[src/hdl/wdt_map.svh]
/*
 * register offsets, field positions, reset values and key words of the windowed watchdog.
 * assumes a 32-bit AXI4-Lite slave, one aligned word per register.
 */
`ifndef WDT_MAP_SVH
`define WDT_MAP_SVH

// ==========================================================================
// register byte offsets
`define WDT_CTRL_OFF      8'h00
`define WDT_TOUT_OFF      8'h04
`define WDT_WINDOW_OFF    8'h08
`define WDT_INTVAL_OFF    8'h0c
`define WDT_SERVICE_OFF   8'h10
`define WDT_COUNT_OFF     8'h14
`define WDT_STATUS_OFF    8'h18
`define WDT_MASK_OFF      8'h1c

// ==========================================================================
// control fields
`define WDT_CTRL_EN       0
`define WDT_CTRL_WP       1
`define WDT_CTRL_STOP     2
`define WDT_CTRL_WAIT     3
`define WDT_CTRL_REFLOSS  4
`define WDT_CTRL_IE       5
`define WDT_CTRL_CLK_LO   6
`define WDT_CTRL_PS_LO    8
`define WDT_CTRL_W        10

// ==========================================================================
// status fields
`define WDT_ST_EARLY      0
`define WDT_ST_TIMEOUT    1
`define WDT_ST_W          2

// ==========================================================================
// reset values
`define WDT_CTRL_RST      10'h000
`define WDT_TOUT_RST      16'hffff
`define WDT_WINDOW_RST    16'hffff
`define WDT_INTVAL_RST    16'h00ff

// ==========================================================================
// service key words
`define WDT_KEY_FIRST     16'h5555
`define WDT_KEY_SECOND    16'haaaa

// ==========================================================================
// prescale terminal counts, each one less than its factor
`define WDT_DIV1          11'h000
`define WDT_DIV16         11'h00f
`define WDT_DIV256        11'h0ff
`define WDT_DIV1024       11'h3ff

`endif

[src/hdl/wdt_pkg.sv]
/*
 * types of the windowed watchdog.
 * assumes wdt_map.svh is included where offsets are needed.
 */
package wdt_pkg;
	// ======================================================================
	// clock source select
	typedef enum logic [1:0] {
		WDT_SRC_RELAX   = 2'h0,
		WDT_SRC_CRYSTAL = 2'h1,
		WDT_SRC_BUS     = 2'h2,
		WDT_SRC_LOWOSC  = 2'h3
	} wdt_src_e;

	// ======================================================================
	// prescale select
	typedef enum logic [1:0] {
		WDT_PS_1    = 2'h0,
		WDT_PS_16   = 2'h1,
		WDT_PS_256  = 2'h2,
		WDT_PS_1024 = 2'h3
	} wdt_ps_e;

	// ======================================================================
	// service sequence state
	typedef enum logic [1:0] {
		WDT_SV_IDLE  = 2'b01,
		WDT_SV_ARMED = 2'b10
	} wdt_sv_e;
endpackage

[src/hdl/wdt_top.sv]
/*
 * windowed watchdog: prescaled down-counter, two-word service, early interrupt,
 * reset output, write protection, AXI4-Lite register slave.
 * assumes source clock enables are synchronous one-cycle pulses in the aclk domain.
 */
`include "wdt_map.svh"

// Summary of operation
// - after write protect is set, control, interrupt, window, timeout writes are ignored.
// - counter counts down from timeout; reset output asserts at zero.
// - with interrupt enabled and the early mask bit set, reaching the interrupt value raises the interrupt.
// - a valid service reloads the counter with the current timeout.
// - service needs first key then second key, in that order.
// - counter clock selects relaxation, crystal, bus or low-speed oscillator.
// - selected source is divided by 1, 16, 256 or 1024.
// - counting and compares run in prescaled source ticks.
// - separate enables keep counting during stop and during wait.
// - loss-of-reference counter has its own enable bit.
// - timeout, window and interrupt values are 16-bit tick counts.
// - interrupt enable is writable only while write protection is off.
module wdt_top
	import wdt_pkg::*;
(
	// clock and reset
	input  wire logic        aclk,
	input  wire logic        aresetn,
	// clock source ticks
	input  wire logic        relaxation_osc_source,
	input  wire logic        crystal_osc_source,
	input  wire logic        lowspeed_osc_source,
	// system power modes
	input  wire logic        stop_mode,
	input  wire logic        wait_mode,
	// write address channel
	input  wire logic [7:0]  s_axi_awaddr,
	input  wire logic        s_axi_awvalid,
	output logic             s_axi_awready,
	// write data channel
	input  wire logic [31:0] s_axi_wdata,
	input  wire logic [3:0]  s_axi_wstrb,
	input  wire logic        s_axi_wvalid,
	output logic             s_axi_wready,
	// write response channel
	output logic [1:0]       s_axi_bresp,
	output logic             s_axi_bvalid,
	input  wire logic        s_axi_bready,
	// read address channel
	input  wire logic [7:0]  s_axi_araddr,
	input  wire logic        s_axi_arvalid,
	output logic             s_axi_arready,
	// read data channel
	output logic [31:0]      s_axi_rdata,
	output logic [1:0]       s_axi_rresp,
	output logic             s_axi_rvalid,
	input  wire logic        s_axi_rready,
	// outputs
	output logic             wdt_reset,
	output logic             irq,
	output logic             ref_loss_counter_enable
);
	// ======================================================================
	// registers
	logic [`WDT_CTRL_W-1:0] ctrl;
	logic [15:0]            timeout_value_reg;
	logic [15:0]            window_value_reg;
	logic [15:0]            early_irq_value_reg;
	logic [15:0]            count;
	logic [`WDT_ST_W-1:0]   status;
	logic [`WDT_ST_W-1:0]   mask;
	logic [10:0]            prescale_cnt;
	logic                   en_q;
	wdt_sv_e                sv_state;
	logic                   aw_held;
	logic                   w_held;
	logic [7:0]             aw_addr;
	logic [31:0]            w_data;

	wire logic wr_go = aw_held && w_held && !s_axi_bvalid;
	wire logic rd_go = s_axi_arvalid && !s_axi_rvalid;
	wire logic wp    = ctrl[`WDT_CTRL_WP];
	wire logic en    = ctrl[`WDT_CTRL_EN];

	function automatic logic [10:0] ps_limit(input logic [1:0] sel);
		case (sel)
			WDT_PS_1:    ps_limit = `WDT_DIV1;
			WDT_PS_16:   ps_limit = `WDT_DIV16;
			WDT_PS_256:  ps_limit = `WDT_DIV256;
			default:     ps_limit = `WDT_DIV1024;
		endcase
	endfunction

	function automatic logic wr_to(input logic [7:0] off);
		wr_to = wr_go && (aw_addr == off);
	endfunction

	// ======================================================================
	// write channels: address and data taken in either order
	assign s_axi_awready = !aw_held;
	assign s_axi_wready  = !w_held;
	assign s_axi_bresp   = 2'h0;
	always_ff @(posedge aclk) begin
		if (!aresetn) begin
			aw_held      <= 1'b0;
			w_held       <= 1'b0;
			aw_addr      <= 8'h00;
			w_data       <= 32'h0000_0000;
			s_axi_bvalid <= 1'b0;
		end else begin
			if (s_axi_awvalid && !aw_held) begin
				aw_held <= 1'b1;
				aw_addr <= {s_axi_awaddr[7:2], 2'b00};
			end
			if (s_axi_wvalid && !w_held) begin
				w_held <= 1'b1;
				w_data <= s_axi_wdata;
			end
			if (wr_go) begin
				aw_held      <= 1'b0;
				w_held       <= 1'b0;
				s_axi_bvalid <= 1'b1;
			end else if (s_axi_bready) begin
				s_axi_bvalid <= 1'b0;
			end
		end
	end

	// ======================================================================
	// configuration writes; byte strobes ignored, whole-word registers
	always_ff @(posedge aclk) begin
		if (!aresetn) begin
			ctrl                <= `WDT_CTRL_RST;
			timeout_value_reg   <= `WDT_TOUT_RST;
			window_value_reg    <= `WDT_WINDOW_RST;
			early_irq_value_reg <= `WDT_INTVAL_RST;
			mask                <= {`WDT_ST_W{1'b0}};
		end else begin
			if (!wp) begin
				if (wr_to(`WDT_CTRL_OFF))
					ctrl <= w_data[`WDT_CTRL_W-1:0];
				if (wr_to(`WDT_TOUT_OFF))
					timeout_value_reg <= w_data[15:0];
				if (wr_to(`WDT_WINDOW_OFF))
					window_value_reg <= w_data[15:0];
				if (wr_to(`WDT_INTVAL_OFF))
					early_irq_value_reg <= w_data[15:0];
			end
			if (wr_to(`WDT_MASK_OFF))
				mask <= w_data[`WDT_ST_W-1:0];
		end
	end
	assign ref_loss_counter_enable = ctrl[`WDT_CTRL_REFLOSS];

	// ======================================================================
	// service sequence: any write to the service word other than the first key disarms
	always_ff @(posedge aclk) begin
		if (!aresetn) begin
			sv_state <= WDT_SV_IDLE;
		end else if (wr_to(`WDT_SERVICE_OFF)) begin
			case (sv_state)
				WDT_SV_IDLE:
					sv_state <= (w_data[15:0] == `WDT_KEY_FIRST) ? WDT_SV_ARMED : WDT_SV_IDLE;
				WDT_SV_ARMED:
					sv_state <= (w_data[15:0] == `WDT_KEY_FIRST) ? WDT_SV_ARMED : WDT_SV_IDLE;
				default:
					sv_state <= WDT_SV_IDLE;
			endcase
		end
	end
	wire logic serviced = wr_to(`WDT_SERVICE_OFF) && sv_state == WDT_SV_ARMED
		&& w_data[15:0] == `WDT_KEY_SECOND;

	// ======================================================================
	// source select and prescaler
	logic src_tick;
	always_comb begin
		case (ctrl[`WDT_CTRL_CLK_LO +: 2])
			WDT_SRC_RELAX:   src_tick = relaxation_osc_source;
			WDT_SRC_CRYSTAL: src_tick = crystal_osc_source;
			WDT_SRC_BUS:     src_tick = 1'b1;
			default:         src_tick = lowspeed_osc_source;
		endcase
	end
	wire logic halted = (stop_mode && !ctrl[`WDT_CTRL_STOP])
		|| (wait_mode && !ctrl[`WDT_CTRL_WAIT]);
	wire logic run    = en && en_q && !halted && src_tick;
	wire logic tick   = run && prescale_cnt >= ps_limit(ctrl[`WDT_CTRL_PS_LO +: 2]);

	always_ff @(posedge aclk) begin
		if (!aresetn)
			prescale_cnt <= 11'h000;
		else if (!en || serviced || tick)
			prescale_cnt <= 11'h000;
		else if (run)
			prescale_cnt <= prescale_cnt + 11'h001;
	end

	// ======================================================================
	// down-counter; reset output holds until a service or a disable
	always_ff @(posedge aclk) begin
		if (!aresetn) begin
			count     <= `WDT_TOUT_RST;
			en_q      <= 1'b0;
			wdt_reset <= 1'b0;
		end else begin
			en_q <= en;
			if ((en && !en_q) || serviced) begin
				count     <= timeout_value_reg;
				wdt_reset <= 1'b0;
			end else if (!en) begin
				wdt_reset <= 1'b0;
			end else if (tick && count != 16'h0000) begin
				count <= count - 16'h0001;
				if (count == 16'h0001)
					wdt_reset <= 1'b1;
			end else if (count == 16'h0000) begin
				wdt_reset <= 1'b1;
			end
		end
	end

	// ======================================================================
	// sticky events, cleared by a status read; a set wins over the clear
	wire logic early_hit = tick && ctrl[`WDT_CTRL_IE] && count != 16'h0000
		&& (count - 16'h0001) == early_irq_value_reg;
	wire logic to_hit    = tick && count == 16'h0001;
	wire logic st_rd     = rd_go && {s_axi_araddr[7:2], 2'b00} == `WDT_STATUS_OFF;
	always_ff @(posedge aclk) begin
		if (!aresetn) begin
			status <= {`WDT_ST_W{1'b0}};
			irq    <= 1'b0;
		end else begin
			status <= (st_rd ? {`WDT_ST_W{1'b0}} : status) | {to_hit, early_hit};
			// next mask as well, so a mask write leaves no stale cycle on the line
			irq    <= |(((st_rd ? {`WDT_ST_W{1'b0}} : status) | {to_hit, early_hit})
				& (wr_to(`WDT_MASK_OFF) ? w_data[`WDT_ST_W-1:0] : mask));
		end
	end

	// ======================================================================
	// read channel: one cycle after the address
	assign s_axi_arready = !s_axi_rvalid;
	assign s_axi_rresp   = 2'h0;
	always_ff @(posedge aclk) begin
		if (!aresetn) begin
			s_axi_rvalid <= 1'b0;
			s_axi_rdata  <= 32'h0000_0000;
		end else if (rd_go) begin
			s_axi_rvalid <= 1'b1;
			case ({s_axi_araddr[7:2], 2'b00})
				`WDT_CTRL_OFF:   s_axi_rdata <= {22'h0, ctrl};
				`WDT_TOUT_OFF:   s_axi_rdata <= {16'h0, timeout_value_reg};
				`WDT_WINDOW_OFF: s_axi_rdata <= {16'h0, window_value_reg};
				`WDT_INTVAL_OFF: s_axi_rdata <= {16'h0, early_irq_value_reg};
				`WDT_COUNT_OFF:  s_axi_rdata <= {16'h0, count};
				`WDT_STATUS_OFF: s_axi_rdata <= {30'h0, status};
				`WDT_MASK_OFF:   s_axi_rdata <= {30'h0, mask};
				default:         s_axi_rdata <= 32'h0000_0000;
			endcase
		end else if (s_axi_rready) begin
			s_axi_rvalid <= 1'b0;
		end
	end
endmodule

[config.mk]
export PLATFORM = sky130hd
export DESIGN_NAME = wdt_top
export DESIGN_NICKNAME = d
export VERILOG_FILES = /design/src/hdl/wdt_pkg.sv /design/src/hdl/wdt_top.sv
export VERILOG_INCLUDE_DIRS = /design/src /design/src/hdl
export SDC_FILE = /design/constraint.sdc
export NUM_CORES = 1
export LEC_CHECK = 0
export BUFFER_PORTS_ARGS = -buffer_cell sky130_fd_sc_hd__buf_4
export CELL_PAD_IN_SITES_DETAIL_PLACEMENT = 1
export CELL_PAD_IN_SITES_GLOBAL_PLACEMENT = 1
export CORE_ASPECT_RATIO = 0.8
export CORE_UTILIZATION = 43
export CTS_CLUSTER_SIZE = 14
export DETAILED_ROUTE_END_ITERATION = 8
export PLACE_DENSITY = 0.89
export SLEW_MARGIN = 20
export SYNTH_ARGS = -nofsm -noshare
export SYNTH_HDL_FRONTEND = slang
export SYNTH_SLANG_ARGS = --single-unit
[constraint.sdc]
create_clock -name aclk -period 3.1 [get_ports aclk]
set_input_delay 0.155 -clock aclk [delete_from_list [all_inputs] [get_ports aclk]]
set_output_delay 0.155 -clock aclk [all_outputs]
set_load 0.02 [all_outputs]
==> impl_metrics.tcl <==
set metrics [dict create \
    overflow 0 \
    count_of_buffer_and_inverter_cells_on_the_critical_path 1 \
    worst_pin_slew_ns 0.970 \
    synth-xor-area-share_pct 4.14 \
    cellLeakagePower_nw 3.60 \
    clk_pin_slew_worst_paths_ns 0.06 \
    maxCapViolations 0 \
    area_fraction_in_compound_gates_after_synthesis_pct 12.3 \
    cts.htree.levels 4 \
    hold_path_depth 3 \
    path_cells "inv_1, ha_1, or3b_1, nor3_1, xor2_1, a221o_1, or4_4, o211ai_2" \
    clkLatencyLatePin_ns 0.43 \
    synthesis.instances 816 \
    result_of_the_run "completed" \
    hp-class "in2reg" \
    antenna_violations_before_repair 0 \
    worstSetupPathDepth 8 \
    total_number_of_vias 6761 \
    min_period_over_period_pct 91.2 \
    clock_skews_ns 0.0125 \
    asyncSetResetFlopFracSynth_pct 0 \
    post_synth_simple_gate_area_pct 21.4 \
    sequential_area_um2 2720 \
    synth_flop_cell "sky130_fd_sc_hd__dfxtp_1" \
    setup_viol_count_final 0 \
    max_freq_mhz 354 \
    post_synth_fa_ha_maj_area_fraction_pct 2.69 \
    timing.setup.critical_path_class "reg2reg" \
    multiInputGateArea_um2 3900 \
    power-per-cell-area_nw_per_um2 520 \
    cts-buffers-inserted 17 \
    syn_area_um2 6990 \
    port_buffers 63 \
    track_usage_pct 31.7 \
    synth_seq_cells 136 \
    setup-tns-final_ns 0 \
    core.rowCount 41 \
    grt_start_max_net_pins 50 \
    top_level_ports 108 \
    total_drc_errors_in_the_routed_layout 0 \
    post-cts-setup-buffer-count 0 \
    num-fill-cells 1799 \
    fin_crit_ns 2.83 \
    worst-r2r-cell-count 8 \
    cts.sink_count 136 \
    clock_tree_from_tritoncts "yes" \
    critical_path_required_ns 3.46 \
    cts-root-to-sink-buffers 2 \
    endpoint_kind "flop" \
    route.antenna.remaining_nets 0 \
    design.core.area_um2 15900 \
    setup.worst_path.start_class "flop" \
    syn_to_final_growth_pct 21.6 \
    wl_mm 25.3 \
    start_util_pct 44.1 \
    first_global_vias 7031 \
    max_stage_delay_ns 0.54 \
    dieHeight_um 116 \
    most-common-layout-cells "136 x sky130_fd_sc_hd__dfxtp_1, 119 x sky130_fd_sc_hd__nand2_1, 99 x sky130_fd_sc_hd__mux2i_1, 87 x sky130_fd_sc_hd__buf_4, 82 x sky130_fd_sc_hd__nor2_1" \
    worst_path_max_delay_cell "sky130_fd_sc_hd__nor3_1" \
    arrival_ns 3.18 \
    numnets_final 971 \
    drv_slew 0 \
    max_slew_margin_pct 35.2 \
    drive_above_1_share_pct 14.9 \
    muxShareOfSynthArea_pct 14.2 \
    place_congestion 0.857 \
    drt-vias-per-instance 6.04 \
    synth_edf_count 0 \
    hold_viol_final 0 \
    grt_setup_unrepaired "no" \
    synth.avg_cell_area_um2 8.56 \
    post_layout_utilization_of_the_core_pct 53.6 \
    drt_pre_antenna_iters 6 \
    cts-root-buf "sky130_fd_sc_hd__clkbuf_16" \
    hpwlAfterDp_mm 15.7 \
    main_combinational_cell_family_by_area_after_synthesis "simple AND/OR/NAND/NOR gates" \
    die_width_um 145 \
    synth.distinct_cells 59 \
    peakVddDrop_uv 415 \
    synth_warnings 0 \
    most_frequent_standard_cell_in_the_layout_excluding_fill_and_tap_cells "sky130_fd_sc_hd__dfxtp_1" \
    antenna_cells_inserted 0 \
    critPathTopFamily "simple AND/OR/NAND/NOR gates" \
    drt_iter0_markers 560 \
    drt-wirelength-per-cell_um 22.6 \
    fraction_of_the_yosys_area_taken_by_sequential_cells_pct 39.0 \
    dieArea_um2 16800 \
    grt_pass1_wl_mm 39.3 \
    crit_fanout 6 \
]
[cell usage after synthesis (3+ instances only)]
| cell | n | area, µm² |
|---|---|---|
| sky130_fd_sc_hd__a211oi_1 | 4 | 30.0 |
| sky130_fd_sc_hd__a21oi_1 | 39 | 195 |
| sky130_fd_sc_hd__a22oi_1 | 7 | 52.6 |
| sky130_fd_sc_hd__a31oi_1 | 9 | 56.3 |
| sky130_fd_sc_hd__and2_1 | 3 | 18.8 |
| sky130_fd_sc_hd__and3_1 | 4 | 25.0 |
| sky130_fd_sc_hd__buf_1 | 3 | 11.3 |
| sky130_fd_sc_hd__buf_2 | 6 | 30.0 |
| sky130_fd_sc_hd__buf_4 | 21 | 158 |
| sky130_fd_sc_hd__clkbuf_1 | 40 | 150 |
| sky130_fd_sc_hd__dfxtp_1 | 136 | 2720 |
| sky130_fd_sc_hd__ha_1 | 15 | 188 |
| sky130_fd_sc_hd__inv_1 | 18 | 67.6 |
| sky130_fd_sc_hd__mux2i_1 | 99 | 991 |
| sky130_fd_sc_hd__nand2_1 | 119 | 447 |
| sky130_fd_sc_hd__nand3_1 | 14 | 70.1 |
| sky130_fd_sc_hd__nand3b_1 | 6 | 45.0 |
| sky130_fd_sc_hd__nand4_1 | 12 | 75.1 |
| sky130_fd_sc_hd__nor2_1 | 82 | 308 |
| sky130_fd_sc_hd__nor2b_1 | 3 | 18.8 |
| sky130_fd_sc_hd__nor3_1 | 14 | 70.1 |
| sky130_fd_sc_hd__nor3b_1 | 3 | 22.5 |
| sky130_fd_sc_hd__nor4_1 | 15 | 93.8 |
| sky130_fd_sc_hd__nor4bb_1 | 6 | 60.1 |
| sky130_fd_sc_hd__o211ai_2 | 3 | 37.5 |
| sky130_fd_sc_hd__o21ai_0 | 27 | 135 |
| sky130_fd_sc_hd__o22ai_1 | 7 | 43.8 |
| sky130_fd_sc_hd__o31a_1 | 4 | 35.0 |
| sky130_fd_sc_hd__o31ai_1 | 9 | 67.6 |
| sky130_fd_sc_hd__o32a_1 | 6 | 60.1 |
| sky130_fd_sc_hd__or3_1 | 7 | 43.8 |
| sky130_fd_sc_hd__or4_1 | 4 | 30.0 |
| sky130_fd_sc_hd__or4_4 | 5 | 56.3 |
| sky130_fd_sc_hd__xnor2_1 | 24 | 210 |
| sky130_fd_sc_hd__xor2_1 | 9 | 78.8 |
[cell families (layout without fill, tap and decap cells)]
logic type	after synthesis	in the layout
and+or+nand+nor	310	310
DFF	136	136
AOI/OAI and AO/OA	132	132
muxes	99	99
buffers and inverters	90	160
xor gates and xnor gates	33	33
adders and majority gates	15	15
other	1	20
[power breakdown]
| group | switching (W) | internal [W] | leakage [nW] |
|---|---|---|---|
| registers | 0.0000486 | 0.00178 | 1.10 |
| clock network | 0.000857 | 0.00144 | 0.315 |
| logic | 0.000176 | 0.000124 | 2.19 |
[layout make-up]
cell class,count,share of cell area (%)
inverter,18,0.795
sequential,136,32.0
clock buffer,18,5.05
multi-input combinational,609,45.9
clock inverter,14,2.59
tap,215,3.17
timing repair buffer,110,10.4
[worst reg2reg max path: cells and delay by family (launching register included)]
kind | cells | cell delay (ns)
AO/OA/AOI/OAI | 2 | 0.50
XOR/XNOR | 1 | 0.15
AND/OR/NAND/NOR | 3 | 1.42
adder cells (fa/ha/maj) | 1 | 0.29
flip-flops | 1 | 0.31
buffers and inverters | 1 | 0.09
[metrics by stage]
stage	cell area [µm²]	setup slack, ns	cells	hold slack (ns)	power (W)
after global placement	7610	0.327	1065	0.339	0.00211
after global routing	8500	0.0836	1120	0.0130	0.00452
after floorplan	7060	0.455	835	0.254	0.00203
final	8500	0.273	1120	0.00915	0.00442
after CTS	8490	0.104	1120	0.000979	0.00441
after detailed placement	7610	0.209	1065	0.344	0.00212
[routing by layer]
metal / share of wire, % / vias up / routed length, µm / global-route usage (%)
met1: 40 / 3282 / 10200 / 37.9
met4: 4.5 / 0 / 1140 / 17.2
met2: 48 / 377 / 12200 / 54.0
met5: 0 / - / 0 / 0
li1: - / 3000 / - / -
met3: 7.5 / 102 / 1900 / 6.07
[what timing repair did]
| action | in CTS | in global routing |
|---|---|---|
| resized for setup | 0 | 1 |
| hold endpoints to repair | 23 | 0 |
| endpoints found under the setup margin | 0 | 14 |
| hold buffers | 23 | 0 |
[worst paths after layout]
path / startpoint / endpoint / slack, ns
worst min-delay path: s_axi_wdata[13] / w_data[13]$_SDFFE_PN0P_ / 0.009
worst max-delay path: count[0]$_SDFFE_PN1P_ / irq$_SDFF_PN0_ / 0.27
worst min register to register: s_axi_rdata[8]$_SDFFE_PN0P_ / s_axi_rdata[8]$_SDFFE_PN0P_ / 0.46
worst max register to register: count[0]$_SDFFE_PN1P_ / irq$_SDFF_PN0_ / 0.27
(Power assumes the default switching activity.)
